**config.mk**
```make
export PLATFORM = sky130hd
export DESIGN_NAME = apf_framer
export DESIGN_NICKNAME = d
export VERILOG_FILES = /design/src/hdl/apf_pkg.sv /design/src/hdl/apf_framer.sv /design/src/hdl/apf_ecc.sv /design/src/hdl/apf_store.sv
export SDC_FILE = /design/constraint.sdc
export NUM_CORES = 1
export LEC_CHECK = 0
export BUFFER_PORTS_ARGS = -buffer_cell sky130_fd_sc_hd__buf_2
export CAP_MARGIN = 15
export CORE_MARGIN = 2
export CORE_UTILIZATION = 56
export CTS_BUF_LIST = sky130_fd_sc_hd__clkbuf_16
export CTS_CLUSTER_DIAMETER = 120
export DETAILED_ROUTE_END_ITERATION = 7
export GPL_TIMING_DRIVEN = 0
export PLACE_DENSITY = 0.78
export SYNTH_ARGS = -nofsm -noshare
export SYNTH_HDL_FRONTEND = slang
export SYNTH_HIERARCHICAL = 1
export SYNTH_SLANG_ARGS = --single-unit
```
**constraint.sdc**
```tcl
create_clock -name clk_sys -period 5.3 [get_ports clk_sys]
set_clock_uncertainty 0.2 [all_clocks]
set_input_delay 1.06 -clock clk_sys [delete_from_list [all_inputs] [get_ports clk_sys]]
set_output_delay 1.06 -clock clk_sys [all_outputs]
set_load 0.02 [all_outputs]
```
**src/hdl/apf_pkg.sv**
```systemverilog
/*
 * Constants shared by the auxiliary packet framer: packet geometry, packet
 * type codes, parity polynomial, sink register layout and timing counts.
 * Assumes a 125 MHz system clock.
 */
package apf_pkg;
    localparam int CLK_NS = 8;
    localparam int PKT_WORDS = 9;
    localparam logic [5:0] PKT_LAST_IDX = 6'h23;
    localparam logic [5:0] HDR_PARITY_IDX = 6'h03;
    localparam logic [5:0] BODY_FIRST_IDX = 6'h04;
    localparam logic [3:0] WORD_LAST = 4'h8;
    localparam logic [7:0] BCH_POLY = 8'h83;
    // Packet type codes carried in the header type byte.
    localparam logic [7:0] TYPE_NULL = 8'h00;
    localparam logic [7:0] TYPE_CLK_REGEN = 8'h01;
    localparam logic [7:0] TYPE_AUDIO = 8'h02;
    localparam logic [7:0] TYPE_GEN_CTRL = 8'h03;
    localparam logic [7:0] TYPE_AUDIO_META = 8'h0d;
    localparam logic [7:0] TYPE_INFOFRAME = 8'h80;
    localparam logic [7:0] IF_VENDOR = 8'h01;
    localparam logic [7:0] IF_VIDEO = 8'h02;
    localparam logic [7:0] IF_AUDIO = 8'h04;
    localparam logic [7:0] IF_DRM = 8'h07;
    // Sink status and control space.
    localparam logic [7:0] SINK_WR_ADDR = 8'ha8;
    localparam logic [7:0] SINK_CFG_OFFSET = 8'h20;
    localparam int CFG_SCRAMBLE_BIT = 0;
    localparam int CFG_RATIO_BIT = 1;
    localparam logic [4:0] I2C_LAST_BIT = 5'h1a;
    localparam logic [4:0] ACK_SLOT0 = 5'h08;
    localparam logic [4:0] ACK_SLOT1 = 5'h11;
    localparam logic [4:0] ACK_SLOT2 = 5'h1a;
    localparam int I2C_BIT_NS = 10000;
    localparam int I2C_QTR_CYC = I2C_BIT_NS / 4 / CLK_NS;
    localparam logic [8:0] I2C_QTR_LAST = 9'(I2C_QTR_CYC - 1);
    localparam int CTL_DEADLINE_CYC = 384;

    typedef enum logic [1:0] {
        TX_IDLE = 2'b01,
        TX_RUN = 2'b10
    } apf_tx_state_t;

    typedef enum logic [3:0] {
        I2_IDLE = 4'b0001,
        I2_START = 4'b0010,
        I2_BIT = 4'b0100,
        I2_STOP = 4'b1000
    } apf_i2c_state_t;
endpackage

```
**src/hdl/apf_framer.sv**
```systemverilog
/*
 * Auxiliary packet framer: stores one supplied packet, builds the general
 * control packet after vertical sync, inserts BCH parity and emits each
 * packet as 36 consecutive bytes; also writes the sink configuration
 * register over the display data channel. Assumes the data-island window
 * stays open for the 36 cycles of a packet once it has started.
 */
`timescale 1ns/100ps
`default_nettype none
module apf_framer
    import apf_pkg::*;
(
    input wire logic clk_sys,               // System clock, 125 MHz.
    input wire logic reset_n,               // Synchronous reset, active low.
    input wire logic pkt_valid,             // Supplied packet word valid.
    input wire logic [31:0] pkt_word,       // Supplied packet word.
    output logic pkt_ready,                 // Store can take a word.
    output logic aux_type_unknown,          // Stored type code neither 0x00-0x0d nor 0x81-0x87.
    input wire logic island_open,           // Data-island slot available.
    input wire logic vsync,                 // Vertical sync level.
    input wire logic avmute_set,            // Set-mute flag for control pkt.
    input wire logic avmute_clear,          // Clear-mute flag for control pkt.
    output logic out_valid,                 // Packet byte valid.
    output logic [7:0] out_byte,            // Packet byte.
    output logic out_first,                 // First byte of a packet.
    output logic out_last,                  // Last byte of a packet.
    output logic out_parity,                // Byte is an inserted parity.
    input wire logic stream_start,          // Pulse: a stream begins.
    input wire logic version_2p0,           // Stream is a 2.0 stream.
    input wire logic sink_presence_detect,  // Sink presence level.
    output logic scrambler_enable,          // Transmit scrambler on.
    output logic link_clock_ratio_flag,     // Link clock ratio in use.
    output logic sink_cfg_busy,             // Sink register write running.
    output logic sink_nack,                 // Sink refused a byte.
    input wire logic ddc_scl_in,            // Channel clock wire level.
    output logic ddc_scl_out,               // Channel clock drive value.
    output logic ddc_scl_oe,                // Channel clock pulled low.
    input wire logic ddc_sda_in,            // Channel data wire level.
    output logic ddc_sda_out,               // Channel data drive value.
    output logic ddc_sda_oe                 // Channel data pulled low.
);
    // Packet intake.
    logic [3:0] wr_cnt_ff;
    logic full_ff, ready_ff, unknown_ff;
    logic wr_fire, nxt_full, tx_done;
    logic [3:0] nxt_wr_cnt;

    function automatic logic type_known(input logic [7:0] t);
        return (t <= TYPE_AUDIO_META) ||
               ((t > TYPE_INFOFRAME) && (t <= (TYPE_INFOFRAME | IF_DRM)));
    endfunction

    assign wr_fire = pkt_valid && ready_ff;
    assign nxt_wr_cnt = tx_done ? 4'h0 : wr_fire ? wr_cnt_ff + 4'h1
                                                 : wr_cnt_ff;
    // The store refuses words after its ninth word until the packet leaves.
    assign nxt_full = tx_done ? 1'b0 : (wr_fire && wr_cnt_ff == WORD_LAST)
                                       ? 1'b1 : full_ff;

    always_ff @(posedge clk_sys) begin
        if (!reset_n) begin
            wr_cnt_ff <= 4'h0;
            full_ff <= 1'b0;
            ready_ff <= 1'b0;
            unknown_ff <= 1'b0;
        end else begin
            wr_cnt_ff <= nxt_wr_cnt;
            full_ff <= nxt_full;
            ready_ff <= !nxt_full;
            if (wr_fire && wr_cnt_ff == 4'h0) begin
                unknown_ff <= !type_known(pkt_word[7:0]);
            end
        end
    end

    // General control packet request after vertical sync.
    logic vsync_d_ff, ctl_pend_ff, ctl_set_ff, ctl_clr_ff;
    logic [8:0] ctl_wait_ff;
    logic vs_rise, ctl_go, aux_go;
    apf_tx_state_t tx_ff, nxt_tx;

    assign vs_rise = vsync && !vsync_d_ff;
    assign ctl_go = (tx_ff == TX_IDLE) && island_open && ctl_pend_ff;
    // The first idle cycle after a packet still sees the store full; without
    // the tx_done term the same packet would leave a second time.
    assign aux_go = (tx_ff == TX_IDLE) && island_open && !ctl_pend_ff
                    && full_ff && !tx_done;

    always_ff @(posedge clk_sys) begin
        if (!reset_n) begin
            vsync_d_ff <= 1'b0;
            ctl_pend_ff <= 1'b0;
            ctl_set_ff <= 1'b0;
            ctl_clr_ff <= 1'b0;
            ctl_wait_ff <= 9'h000;
        end else begin
            vsync_d_ff <= vsync;
            if (vs_rise) begin
                ctl_pend_ff <= 1'b1;
                ctl_set_ff <= avmute_set;
                ctl_clr_ff <= avmute_clear;
            end else if (ctl_go) begin
                ctl_pend_ff <= 1'b0;
            end
            ctl_wait_ff <= !ctl_pend_ff ? 9'h000 :
                           island_open ? ctl_wait_ff + 9'h001 : ctl_wait_ff;
        end
    end

    // Byte sequencer: stage one addresses the store, stage two emits.
    logic [5:0] idx_ff, idx_d_ff;
    logic run_d_ff, ctl_ff, ctl_d_ff;
    logic [4:0] body_n_d;
    logic [4:0] body_n;
    logic [3:0] rd_word;
    logic is_par_d;
    logic [1:0] lane_d;
    logic [7:0] data_d, mem_byte, ctl_byte, sel_byte, ecc_val;
    logic [31:0] rd_data;

    function automatic logic [4:0] body_index(input logic [5:0] i);
        logic [5:0] j;
        j = i - BODY_FIRST_IDX;
        return 5'(j[5:3] * 3'd7) + {2'b00, j[2:0]};
    endfunction

    function automatic logic parity_slot(input logic [5:0] i);
        logic [5:0] j;
        j = i - BODY_FIRST_IDX;
        return (i == HDR_PARITY_IDX) ||
               ((i >= BODY_FIRST_IDX) && (j[2:0] == 3'h7));
    endfunction

    assign body_n = body_index(idx_ff);
    assign body_n_d = body_index(idx_d_ff);
    assign rd_word = (idx_ff < BODY_FIRST_IDX) ? 4'h0
                     : {1'b0, body_n[4:2]} + 4'h1;
    assign is_par_d = parity_slot(idx_d_ff);
    assign lane_d = (idx_d_ff < BODY_FIRST_IDX) ? idx_d_ff[1:0]
                    : body_n_d[1:0];
    assign mem_byte = rd_data[8 * lane_d +: 8];
    // Only the type byte and the mute byte of the control packet are
    // non-zero; the other fields stay at their default meaning.
    assign ctl_byte = (idx_d_ff == 6'h00) ? TYPE_GEN_CTRL :
                      (idx_d_ff == BODY_FIRST_IDX)
                      ? {3'h0, ctl_clr_ff, 3'h0, ctl_set_ff} : 8'h00;
    assign data_d = ctl_d_ff ? ctl_byte : mem_byte;
    assign sel_byte = is_par_d ? ecc_val : data_d;
    assign tx_done = run_d_ff && !ctl_d_ff && idx_d_ff == PKT_LAST_IDX;

    always_comb begin
        nxt_tx = tx_ff;
        case (tx_ff)
            TX_IDLE: begin
                if (ctl_go || aux_go) begin
                    nxt_tx = TX_RUN;
                end
            end
            TX_RUN: begin
                if (idx_ff == PKT_LAST_IDX) begin
                    nxt_tx = TX_IDLE;
                end
            end
            default: nxt_tx = TX_IDLE;
        endcase
    end

    always_ff @(posedge clk_sys) begin
        if (!reset_n) begin
            tx_ff <= TX_IDLE;
            idx_ff <= 6'h00;
            ctl_ff <= 1'b0;
        end else begin
            tx_ff <= nxt_tx;
            if (tx_ff == TX_IDLE) begin
                idx_ff <= 6'h00;
                ctl_ff <= ctl_go;
            end else begin
                idx_ff <= idx_ff + 6'h01;
            end
        end
    end

    logic out_valid_ff, out_first_ff, out_last_ff, out_par_ff;
    logic [7:0] out_byte_ff;

    always_ff @(posedge clk_sys) begin
        if (!reset_n) begin
            run_d_ff <= 1'b0;
            idx_d_ff <= 6'h00;
            ctl_d_ff <= 1'b0;
            out_valid_ff <= 1'b0;
            out_first_ff <= 1'b0;
            out_last_ff <= 1'b0;
            out_par_ff <= 1'b0;
            out_byte_ff <= 8'h00;
        end else begin
            run_d_ff <= (tx_ff == TX_RUN);
            idx_d_ff <= idx_ff;
            ctl_d_ff <= ctl_ff;
            out_valid_ff <= run_d_ff;
            out_first_ff <= run_d_ff && idx_d_ff == 6'h00;
            out_last_ff <= run_d_ff && idx_d_ff == PKT_LAST_IDX;
            out_par_ff <= run_d_ff && is_par_d;
            out_byte_ff <= run_d_ff ? sel_byte : 8'h00;
        end
    end

    apf_store apf_store_i (
        .clk_sys(clk_sys),
        .reset_n(reset_n),
        .wr_en(wr_fire),
        .wr_addr(wr_cnt_ff),
        .wr_data(pkt_word),
        .rd_addr(rd_word),
        .rd_data(rd_data)
    );

    apf_ecc apf_ecc_i (
        .clk_sys(clk_sys),
        .reset_n(reset_n),
        .clr(!run_d_ff || is_par_d),
        .en(run_d_ff && !is_par_d),
        .data_in(data_d),
        .parity(ecc_val)
    );

    // Sink configuration write over the display data channel.
    apf_i2c_state_t i2_ff, nxt_i2;
    logic pres_d_ff, cfg_pend_ff, scr_ff, ratio_ff, nack_ff;
    logic scl_oe_ff, sda_oe_ff, busy_ff;
    logic [8:0] qtr_ff;
    logic [1:0] ph_ff;
    logic [4:0] bit_ff;
    logic [26:0] shift_ff;
    logic pres_rise, qtr_tick, stretch, ack_slot, i2_go;
    logic nxt_scl_oe, nxt_sda_oe;

    assign pres_rise = sink_presence_detect && !pres_d_ff;
    assign i2_go = (i2_ff == I2_IDLE) && cfg_pend_ff && sink_presence_detect;
    // A sink holding the clock low stretches the high phase of a bit.
    assign stretch = (i2_ff == I2_BIT) && ph_ff == 2'h1 && !ddc_scl_in;
    assign qtr_tick = (qtr_ff == I2C_QTR_LAST) && !stretch;
    assign ack_slot = bit_ff == ACK_SLOT0 || bit_ff == ACK_SLOT1 ||
                      bit_ff == ACK_SLOT2;

    always_comb begin
        nxt_i2 = i2_ff;
        nxt_scl_oe = scl_oe_ff;
        nxt_sda_oe = sda_oe_ff;
        case (i2_ff)
            I2_IDLE: begin
                nxt_scl_oe = 1'b0;
                nxt_sda_oe = 1'b0;
                if (i2_go) begin
                    nxt_i2 = I2_START;
                end
            end
            I2_START: begin
                nxt_sda_oe = ph_ff >= 2'h2;
                nxt_scl_oe = ph_ff == 2'h3;
                if (qtr_tick && ph_ff == 2'h3) begin
                    nxt_i2 = I2_BIT;
                end
            end
            I2_BIT: begin
                nxt_scl_oe = ph_ff == 2'h0 || ph_ff == 2'h3;
                nxt_sda_oe = !shift_ff[26];
                if (qtr_tick && ph_ff == 2'h3 && bit_ff == I2C_LAST_BIT) begin
                    nxt_i2 = I2_STOP;
                end
            end
            I2_STOP: begin
                nxt_scl_oe = ph_ff == 2'h0;
                nxt_sda_oe = ph_ff <= 2'h1;
                if (qtr_tick && ph_ff == 2'h3) begin
                    nxt_i2 = I2_IDLE;
                end
            end
            default: nxt_i2 = I2_IDLE;
        endcase
    end

    always_ff @(posedge clk_sys) begin
        if (!reset_n) begin
            i2_ff <= I2_IDLE;
            pres_d_ff <= 1'b0;
            busy_ff <= 1'b0;
            cfg_pend_ff <= 1'b0;
            scr_ff <= 1'b0;
            ratio_ff <= 1'b0;
            nack_ff <= 1'b0;
            scl_oe_ff <= 1'b0;
            sda_oe_ff <= 1'b0;
            qtr_ff <= 9'h000;
            ph_ff <= 2'h0;
            bit_ff <= 5'h00;
            shift_ff <= 27'h7ff_ffff;
        end else begin
            i2_ff <= nxt_i2;
            pres_d_ff <= sink_presence_detect;
            busy_ff <= nxt_i2 != I2_IDLE;
            scl_oe_ff <= nxt_scl_oe;
            sda_oe_ff <= nxt_sda_oe;
            if (pres_rise || stream_start) begin
                cfg_pend_ff <= 1'b1;
            end else if (i2_go) begin
                cfg_pend_ff <= 1'b0;
            end
            if (i2_go) begin
                scr_ff <= version_2p0;
                ratio_ff <= version_2p0;
                nack_ff <= 1'b0;
                shift_ff <= {SINK_WR_ADDR, 1'b1, SINK_CFG_OFFSET, 1'b1,
                             6'h00, version_2p0, version_2p0, 1'b1};
            end
            if (i2_ff == I2_IDLE) begin
                qtr_ff <= 9'h000;
                ph_ff <= 2'h0;
                bit_ff <= 5'h00;
            end else if (qtr_tick) begin
                qtr_ff <= 9'h000;
                ph_ff <= ph_ff + 2'h1;
                if (i2_ff == I2_BIT && ph_ff == 2'h2 && ack_slot
                        && ddc_sda_in) begin
                    nack_ff <= 1'b1;
                end
                if (i2_ff == I2_BIT && ph_ff == 2'h3) begin
                    bit_ff <= bit_ff + 5'h01;
                    shift_ff <= {shift_ff[25:0], 1'b1};
                end else if (i2_ff != I2_BIT && ph_ff == 2'h3) begin
                    bit_ff <= 5'h00;
                end
            end else if (!stretch) begin
                qtr_ff <= qtr_ff + 9'h001;
            end
        end
    end

    assign pkt_ready = ready_ff;
    assign aux_type_unknown = unknown_ff;
    assign out_valid = out_valid_ff;
    assign out_byte = out_byte_ff;
    assign out_first = out_first_ff;
    assign out_last = out_last_ff;
    assign out_parity = out_par_ff;
    assign scrambler_enable = scr_ff;
    assign link_clock_ratio_flag = ratio_ff;
    assign sink_cfg_busy = busy_ff;
    assign sink_nack = nack_ff;
    assign ddc_scl_out = 1'b0;
    assign ddc_sda_out = 1'b0;
    assign ddc_scl_oe = scl_oe_ff;
    assign ddc_sda_oe = sda_oe_ff;
endmodule
`default_nettype wire

```
**src/hdl/apf_ecc.sv**
```systemverilog
/*
 * Serial BCH parity generator for one header or subpacket, eight bits per
 * clock, least significant bit first. Assumes the caller clears it before
 * each protected group.
 */
`timescale 1ns/100ps
`default_nettype none
module apf_ecc
    import apf_pkg::*;
(
    input wire logic clk_sys,       // System clock.
    input wire logic reset_n,       // Synchronous reset, active low.
    input wire logic clr,           // Restart the parity for a new group.
    input wire logic en,            // Fold data_in into the parity.
    input wire logic [7:0] data_in, // Data byte being sent.
    output logic [7:0] parity       // Parity over the bytes folded so far.
);
    logic [7:0] parity_ff;
    logic [7:0] nxt_parity;

    function automatic logic [7:0] bch_step(input logic [7:0] r,
                                            input logic [7:0] d);
        logic [7:0] acc;
        logic fb;
        acc = r;
        for (int i = 0; i < 8; i++) begin
            fb = d[i] ^ acc[0];
            acc = {1'b0, acc[7:1]} ^ (fb ? BCH_POLY : 8'h00);
        end
        return acc;
    endfunction

    assign nxt_parity = clr ? 8'h00 :
                        en ? bch_step(parity_ff, data_in) : parity_ff;
    assign parity = parity_ff;

    always_ff @(posedge clk_sys) begin
        if (!reset_n) begin
            parity_ff <= 8'h00;
        end else begin
            parity_ff <= nxt_parity;
        end
    end
endmodule
`default_nettype wire

```
**src/hdl/apf_store.sv**
```systemverilog
/*
 * Nine-word store for one supplied packet with registered read data.
 * Assumes the writer never overwrites a packet that is being read out.
 */
`timescale 1ns/100ps
`default_nettype none
module apf_store
    import apf_pkg::*;
(
    input wire logic clk_sys,          // System clock.
    input wire logic reset_n,          // Synchronous reset, active low.
    input wire logic wr_en,            // Write strobe.
    input wire logic [3:0] wr_addr,    // Word index written.
    input wire logic [31:0] wr_data,   // Word written.
    input wire logic [3:0] rd_addr,    // Word index read.
    output logic [31:0] rd_data        // Word read, one cycle later.
);
    logic [31:0] mem_ff [PKT_WORDS];
    logic [31:0] rd_data_ff;

    always_ff @(posedge clk_sys) begin
        if (wr_en) begin
            mem_ff[wr_addr] <= wr_data;
        end
    end

    always_ff @(posedge clk_sys) begin
        if (!reset_n) begin
            rd_data_ff <= 32'h0000_0000;
        end else begin
            rd_data_ff <= mem_ff[rd_addr];
        end
    end

    assign rd_data = rd_data_ff;
endmodule
`default_nettype wire

```
# After elaboration in Yosys (flattened, before gate mapping)
# Memories as Yosys holds them, arrays and structs flattened. A register that Yosys moved wholly into a read port is not among the register bits.
# Cells that the tools add are included.
[totals]
reg_bits = 102
ram_bits = 288
n_memories = 1
in_bits = 44
elab_cells = 202
out_inout_bits = 22
[op_classes]
mul = 2
mux = 42
n_eq_ne = 23
order_cmp = 8
n_bitwise = 17
shift = 1
addsub = 10
n_reduce_logical = 66
[memory_table]
columns = ["name", "depth", "width", "rd", "rd_clocked_by_memory_dff", "wr", "line", "rtl"]
rows = [
  ["apf_store_i.mem_ff", 9, 32, 1, 1, 1, "apf_store.sv:18", "logic [31:0] mem_ff [PKT_WORDS];"],
]
[ops]
columns = ["operator", "n"]
rows = [
  ["27-bit 2-to-1 mux", 4],
  ["8-bit 2-to-1 mux", 10],
  ["7-bit by 8-bit XOR with 8-bit output", 8],
  ["32-bit by 6-bit indexed part select with 8-bit output", 1],
  ["1-bit logical AND", 30],
  ["4-bit 2-to-1 mux", 5],
  ["5-bit 2-to-1 mux", 4],
  ["4-bit case mux with 4 select lines", 1],
  ["1-bit logical NOT", 13],
  ["6-bit == test, second input constant", 2],
  ["6-bit by 3-bit less-than comparator with 1-bit output, second input constant", 2],
  ["1-bit 2-to-1 mux", 12],
  ["6-bit by 3-bit subtractor with 6-bit output, second input constant", 2],
  ["5-bit == test, second input constant", 2],
  ["9-bit by 1-bit adder with 9-bit output, second input constant", 1],
  ["9-bit == test, second input constant", 1],
  ["4-bit == test, second input constant", 2],
  ["8-bit > comparator, second input constant", 1],
  ["8-bit by 4-bit less-or-equal comparator with 1-bit output, second input constant", 1],
  ["8-bit less-or-equal comparator, second input constant", 1],
  ["1-bit logical OR", 8],
  ["1-bit case mux with 4 select lines", 2],
  ["2-bit OR reduction", 4],
  ["1-bit XOR", 8],
  ["other kinds (35)", 44],
]

# Logic depth before layout (Yosys ltp)
# Gate-level depths: netlist of the first run.
[depth]
depth_word = 30
depth_mapped = 17
depth_no_buf = 15

# By module
# The synthesis of the first run kept the hierarchy.
[modules_own_cells]
columns = ["module", "cells_each", "instances", "seq_area_each_um2", "area_each_um2"]
rows = [
  ["apf_store", 667, 1, 9288.9, 12046.6],
  ["apf_framer", 546, 1, 1881.8, 4818.4],
  ["apf_ecc", 58, 1, 160.2, 613.1],
]

# Least setup slack after synthesis of the first run
# OpenSTA, ideal clock, no wires.
[synth_timing]
path_kind = "input to register"
from = "in pkt_valid"
to = "mem apf_store_i.mem_ff[8][0] (enable)"
cell_stages = 4
path_slack_ns = 0.180
arrival_ns = 4.418
cell_sequence = "nand2_1 > inv_1 > nand2_1 > nor4_1"
[synth_between]
elab_chain_len = 3
[synth_lines]
columns = ["item", "line", "rtl"]
rows = [
  ["start, declared", "apf_framer.sv:15", "input wire logic pkt_valid,"],
  ["1-bit logical AND", "apf_framer.sv:53", "assign wr_fire = pkt_valid && ready_ff;"],
  ["named net wr_fire", "apf_framer.sv:45", "logic wr_fire, nxt_full, tx_done;"],
  ["1-bit 2-to-1 mux", "apf_store.sv:22", "if (wr_en) begin"],
  ["1-bit 2-to-1 mux (not written as such)", "apf_store.sv:23", "mem_ff[wr_addr] <= wr_data;"],
  ["end, declared", "apf_store.sv:18", ""],
]
# The timed path passes the listed nets, and every way through them passes these cells.

# Worst setup path in the final report of the first run
[layout_timing]
from = "reg idx_ff[2]"
to = "reg apf_store_i.rd_data_ff[12], in the netlist apf_store_i/rd_data[12] (read register of apf_store_i.mem_ff)"
[layout_between]
elab_chain_len = 5
word_cells_on_any_way = 6
cone_classes = "add/sub: 3; mul: 1; order compare: 1; mux: 1"
[layout_lines]
columns = ["item", "line", "rtl"]
rows = [
  ["start, declared", "apf_framer.sv:111", "logic [5:0] idx_ff, idx_d_ff;"],
  ["start signal, assigned", "apf_framer.sv:179", "idx_ff <= idx_ff + 6'h01;"],
  ["6-bit by 3-bit subtractor with 6-bit output", "apf_framer.sv:123", "j = i - BODY_FIRST_IDX;"],
  ["3-bit by 3-bit multiplier with 5-bit output", "apf_framer.sv:124", "return 5'(j[5:3] * 3'd7) + {2'b00, j[2:0]};"],
  ["5-bit by 3-bit adder with 5-bit output", "apf_framer.sv:124", ""],
  ["3-bit by 1-bit adder with 4-bit output", "apf_framer.sv:137", ": {1'b0, body_n[4:2]} + 4'h1;"],
  ["4-bit 2-to-1 mux (*)", "apf_framer.sv:136", "assign rd_word = (idx_ff < BODY_FIRST_IDX) ? 4'h0"],
  ["named net rd_word[1]", "apf_framer.sv:115", "logic [3:0] rd_word;"],
  ["end, declared", "apf_store.sv:19", "logic [31:0] rd_data_ff;"],
]
# Mark *: on every way through the listed nets, which the timed path passes. The rest lies on a longest branch.
# A chain may end at the register's enable or synchronous reset.

==> results of run 1 <==
[through the flow]
step | hold WS, ns | total power, mW | setup TNS, ns
after floorplan | 0.220 | 3.81 | 0
after global placement | 0.236 | 3.89 | -172.94
after detailed placement | 0.245 | 3.91 | 0
after CTS | 0.259 | 6.72 | 0
after global routing | 0.279 | 6.88 | 0
final | 0.257 | 6.70 | 0
[cell type report]
class	instances	area, um^2	area share
Sequential cell	422	11300	0.567
Multi-Input combinational cell	750	5700	0.285
Clock buffer	42	1050	0.0526
Timing Repair Buffer	82	571	0.0286
Tap cell	396	495	0.0248
Buffer	67	418	0.0209
Clock inverter	36	278	0.0139
Inverter	33	124	0.00620
Antenna cell	2	5.00	0.000251
[final timing paths]
path	from	end	slack (ns)	cells after the start
max	idx_ff[2]$_SDFF_PP0_	apf_store_i/rd_data[12]$_SDFF_PN0_	0.25	13
min	ctl_ff$_SDFFE_PN0P_	ctl_ff$_SDFFE_PN0P_	0.26	2
max reg2reg	idx_ff[2]$_SDFF_PP0_	apf_store_i/rd_data[12]$_SDFF_PN0_	0.25	13
min reg2reg	ctl_ff$_SDFFE_PN0P_	ctl_ff$_SDFFE_PN0P_	0.26	2
[repair_timing]
item | CTS | global route
resized for setup | 0 | 4
hold buffers | 0 | 0
endpoints found under the setup margin | 0 | 8
[flip-flops by register name (all words and copies together), names as in the netlist, 2 cells and up]
signal and count:
tx_ff 2, apf_store_i/rd_data 32, apf_store_i/mem_ff 288, out_byte 8, idx_ff 6, shift_ff 27
ph_ff 2, i2_ff 4, wr_cnt_ff 4, qtr_ff 9, apf_ecc_i/parity 8, bit_ff 5
idx_d_ff 6
[cells by family after synthesis]
logic type / Yosys count
XOR/XNOR: 48
flip-flops: 422
adder cells (fa/ha/maj): 30
AO/OA/AOI/OAI: 215
multiplexers: 152
AND/OR/NAND/NOR: 303
other: 1
buffers and inverters: 100
[synth_stat cells (21+ instances only)]
| cell | count | share of area |
|---|---|---|
| xor2_1 | 21 | 0.011 |
| a22oi_1 | 33 | 0.014 |
| nand3_1 | 47 | 0.013 |
| inv_1 | 31 | 0.0067 |
| dfxtp_1 | 134 | 0.15 |
| mux2i_1 | 22 | 0.013 |
| o21ai_0 | 48 | 0.014 |
| a21oi_1 | 57 | 0.016 |
| ha_1 | 26 | 0.019 |
| nor2_1 | 57 | 0.012 |
| nand2_1 | 88 | 0.019 |
| a31oi_1 | 34 | 0.012 |
| edfxtp_1 | 288 | 0.49 |
| mux2_4 | 24 | 0.021 |
| clkbuf_1 | 29 | 0.0062 |
| mux2_2 | 106 | 0.068 |
[where the power goes]
group | switching, mW | internal (mW) | total (mW)
logic | 0.147 | 0.0991 | 0.246
clock network | 1.25 | 1.60 | 2.85
registers | 0.0285 | 3.57 | 3.60
[worst max-delay path: stages, from the launching register on]
cell and delay [ns]:
dfxtp_1 0.44, inv_1 0.12, ha_1 0.28, xnor2_2 0.32, fa_1 0.50, fa_1 0.50
fa_1 0.46, xor2_1 0.24, ha_1 0.26, nor2b_1 0.16, nor2_1 0.45, clkbuf_1 0.51
nand2_1 0.10, a31oi_1 0.36
[routing by layer]
| layer | share of wire | GRT usage | vias to the layer above |
|---|---|---|---|
| met4 | 0.030 | 0.0852 | 4 |
| met5 | 0.00055 | 0 | - |
| met2 | 0.48 | 0.388 | 408 |
| met3 | 0.072 | 0.0481 | 84 |
| met1 | 0.42 | 0.304 | 5292 |
| li1 | - | - | 4969 |
==> results.md, run 1 <==
* Synthesized instance count at 1271
* Number of flops mapped to enable cells by yosys at 288
* Clk slew on worst S/H paths at 0.06 ns
* Clock Path Buffers at 3
* Total of max-cap violations at 0
* DRC Markers at 0
* Worst relative slew slack at 0.262
* Setup bufs post-CTS at 0
* Starting Density at 0.570
* Routed wire per std cell at about 21 um
* Finished Layout Cells at 1830
* F_max at just under 200 MHz
* Critical Path End Type: flip-flop
* H-tree levels at 2
* FFs w/ async S/R, synth at 0
* Share of cells above drive strength 1 at 0.235
* Maximum VDD drop at 0.285 mV
* GR Util All Layers at 0.233
* CTS tree: yes
* Startpoint type of the worst setup path: flip-flop
* Least-Margin Pin Slew at 1.10 ns
* Post-Layout Inst Area at 20000 um^2
* RD Place Congestion at 0.821
* DPL Wire Length at 25.1 mm
* Yosys cell types at 72
* Unrepaired setup endpoints after global routing: no
* Worst-Skew Late Latency at between 0.5 and 0.6 ns
* Final wirelength at 38.1 mm
* Rows at 64
* Endpoints failing hold at 0
* Dpl cells at 1749
* Synthesized area at 17500 um^2
* Clock Root Buffer: clkbuf_16
* Fin crit period at between 5 and 6 ns
* Max-slew violations at 0
* DIE HEIGHT at 181 um
* Main synth FF type: edfxtp_1
* Core ar. at 30700 um^2
* Placed cell areas at roughly 19000 um^2
* Post-layout util at 0.651
* Area grow syn2layout at 14.3%
* Pleak at 7.21 nW
* Commonest cells after routing, fill and taps aside: 288 x edfxtp_1, 134 x dfxtp_1, 106 x mux2_2
* Post-Synth Simple-Gate Area at 0.0903
* Vias per inst at 5.88
* Compound-cell area share of the yosys netlist at 0.0752
* Max FO, Critical Path at 10
* Crit path DAT at 5.25 ns
* Fillers at 2151
* DIE WIDTH at 181 um
* Die footprint at 32600 um^2
* Adder-Cell Fraction of Synth Area at 0.0232
* First-pass GRT wire length at 59.6 mm
* Yosys Warn Count at 6
* Largest net degree at the start of global routing at 23
* Iter 0 DRT Violations at 950
* Pre-CTS WS at 0.0839 ns
* Hold Path Class: flip-flop to flip-flop
* Initial antenna violation count at 3
* Setup Crit Path Kind: flip-flop to flip-flop
* Number of port buffers at 63
* Vias in the first global route at 10.9k
* ANT nets after route at 0
* Global route overflow at 0
* I/O pin total at 66
* Detailed Routing Iterations Pass 1 at 6
* Largest family of logic cells by synthesized area: multiplexers
* Status: finished, final reports clean
* PD cells at 335 nW/um^2
* Routed vias at 10.8k
* # nets final at between 1k and 1.5k
* Final worst path period share at 0.952
* Commonest non-fill, non-tap cell in the layout: edfxtp_1
* #FFs+latches synth at 422
* Post-synthesis sequential area ratio at 0.648
* XOR/XNOR Fraction of Synth Area at 0.0302
* Avg Inst Size Synth at between 10 and 15 um^2
* Multiplexer share of the synthesized area at 0.102
* Sink Count at 422
* Num CTS Buffers at 42
* Final setup viols at 0
* Crit path required time at ~5.5 ns
* Slack of the critical path at 0.253 ns
No activity file was read; power rests on OpenSTA's default activity.
==> run 2, diff against run 1 <==
==> constraint.sdc (replaced) <==
create_clock -name clk_sys -period 5.3 [get_ports clk_sys]
set_clock_uncertainty 0.2 [all_clocks]
set_input_delay 1.325 -clock clk_sys [delete_from_list [all_inputs] [get_ports clk_sys]]
set_output_delay 1.325 -clock clk_sys [all_outputs]
set_load 0.02 [all_outputs]
==> run 2 against run 1 <==
Total power down 0.26%. Clock power hardly changed. Routed wire length grew 0.32%. Clock-buffer cell count did not move. Hold slack better by 0.0032 ns. Critical endpoint is now apf_store_i/rd_data[9]$_SDFF_PN0_. Sequential share of layout area up 0.082 points.
==> results.md, run 2 (synthesized netlist as in run 1, its figures left out) <==
* Sink Count at 422
* Starting Density at 0.570
* H-tree levels at 2
* Top delay family on crit path: adder cells
* Worst-Skew Late Latency at 0.56 ns
* Maximum VDD drop at about 0.28 mV
* Max FO, Critical Path at 10
* F_max at 195 MHz
* CTS tree: yes
* Status: finished, final reports clean
* Worst path bufs/invs at 3
* Post-layout util at 0.650
* Number of port buffers at 63
* Switch Pwr at 1.45 mW
* Area grow syn2layout at 14.1%
* PD cells at 335 nW/um^2
* Multi-input logic area at roughly 5700 um^2
* Finished Layout Cells at 1825
* Detailed Routing Iterations Pass 1 at 5
* DIE HEIGHT at 181 um
* Final setup viols at 0
* Setup Crit Path Kind: flip-flop to flip-flop
* Final worst path period share at 0.965
* Hold Path Class: flip-flop to flip-flop
* Initial antenna violation count at 4
* Clock Root Buffer: clkbuf_16
* Sw Share at 0.217
* Vias per inst at approximately 5.9
* Combinational Power Share at 0.037
* Commonest cells after routing, fill and taps aside: 288 x edfxtp_1, 134 x dfxtp_1, 106 x mux2_2
* Cts repair resizes at 0
* Crit path cell chain: clkbuf_1, nor3_1, xnor2_1, fa_1, fa_1, fa_1, xor2_1, ha_1, xnor2_1, nor2_1, nor2b_1, clkbuf_1, buf_2, a22oi_1, a31oi_1
* Hold Buf Count CTS at 0
* Final wirelength at 38.2 mm
* Clock Power Share at 0.424
* # nets final at 1468
* Least-Margin Pin Slew at 0.790 ns
* Vias in the first global route at 10.6k
* Startpoint type of the worst setup path: flip-flop
* Commonest non-fill, non-tap cell in the layout: edfxtp_1
* Max reg flops at around 290
* DIE WIDTH at 181 um
* Slowest stage delay, CP at 0.52 ns
* Clk slew on worst S/H paths at 0.07 ns
* Crit path required time at 5.48 ns
* Fillers at around 2.1k
* Worst relative slew slack at 0.466
* Global route overflow at 0
* Slowest-stage cell, CP: a31oi_1
* Flop pwr share at 0.539
* Pleak at 7.18 nW
* Register area at between 10000 and 15000 um^2
* Setup bufs post-CTS at 0
* Total of max-cap violations at 0
* Unrepaired setup endpoints after global routing: no
* Routed wire per std cell at 20.9 um
* Dpl cells at 1746
* Largest net degree at the start of global routing at 22
* Clock Path Buffers at 3
* Endpoints failing hold at 0
* Max-slew violations at 0
* ANT nets after route at 0
* Critical Path End Type: flip-flop
* Rows at 64
* DPL Wire Length at 24.6 mm
* DRC Markers at 0
* Crit path DAT at around 5.3 ns
* Int Power at ~5.2 mW
* Num CTS Buffers at 42
* Routed vias at between 10k and 15k
* CP most frequent cell: fa_1
* Die footprint at 32600 um^2
* Slack of the critical path at 0.183 ns
* Reg-to-reg slack, setup at 0.18 ns
* First-pass GRT wire length at 59.1 mm
* RD Place Congestion at between 0.8 and 0.9
* Share of cells above drive strength 1 at 0.231
* I/O pin total at 66
* Iter 0 DRT Violations at 1058
* Top reg by flops: apf_store_i/mem_ff
* Pre-CTS WS at about 0.22 ns
* Fin crit period at 5.12 ns
* GR Util All Layers at 0.230
* Core ar. at between 30000 and 40000 um^2
run 2: cell types whose count changed in the layout (fill, tap and decap cells not counted), moves of 2 or more:
cell / delta
buf_16: +2
inv_6: +2
a31oi_1: +2
a31oi_2: -2
buf_6: -4
buf_12: -2
clkinv_1: -2
buf_4: -4
buf_8: +4
run 2: power by group through the flow:
stage                     registers, mW  clock network (mW)  logic, mW
after floorplan                    3.66                   0      0.144
after global placement             3.67                   0      0.225
after detailed placement           3.67                   0      0.243
after CTS                          3.60                2.85      0.247
after global routing               3.60                2.97      0.270
final                              3.60                2.83      0.248
run 2: final timing paths:
kind / cells past startpoint / to / startpoint
min reg2reg: 1 / ctl_d_ff$_SDFF_PN0_ / ctl_ff$_SDFFE_PN0P_
min: 1 / ctl_d_ff$_SDFF_PN0_ / ctl_ff$_SDFFE_PN0P_
max reg2reg: 15 / apf_store_i/rd_data[9]$_SDFF_PN0_ / idx_ff[4]$_SDFF_PP0_
max: 15 / apf_store_i/rd_data[9]$_SDFF_PN0_ / idx_ff[4]$_SDFF_PP0_
run 2: worst reg2reg max path, stage by stage (launching register included):
cell and delay, ns:
dfxtp_1 0.31, clkbuf_1 0.33, nor3_1 0.11, xnor2_1 0.41, fa_1 0.50, fa_1 0.50
fa_1 0.45, xor2_1 0.19, ha_1 0.21, xnor2_1 0.13, nor2_1 0.19, nor2b_1 0.16
clkbuf_1 0.24, buf_2 0.35, a22oi_1 0.16, a31oi_1 0.52
run 2: per-layer routing:
layer | share of wire | GRT usage | up-vias
met5 | 0.00097 | 0 | -
met4 | 0.024 | 0.0713 | 6
met3 | 0.073 | 0.0380 | 81
met2 | 0.49 | 0.387 | 428
met1 | 0.41 | 0.308 | 5252
li1 | - | - | 4966
run 2: final cells by class:
class	count	area share
Antenna cell	1	0.000125
Buffer	67	0.0210
Clock buffer	42	0.0527
Clock inverter	36	0.0132
Inverter	33	0.00621
Multi-Input combinational cell	750	0.285
Sequential cell	422	0.568
Tap cell	396	0.0248
Timing Repair Buffer	78	0.0286
run 2: metrics by stage:
step	power [mW]	setup TNS (ns)	instance area [um^2]	hold WS (ns)
after floorplan	3.81	0	17500	0.220
after global placement	3.89	-131.57	18300	0.235
after detailed placement	3.91	0	18600	0.247
after CTS	6.69	0	19900	0.258
after global routing	6.84	0	19900	0.294
final	6.68	0	19900	0.260
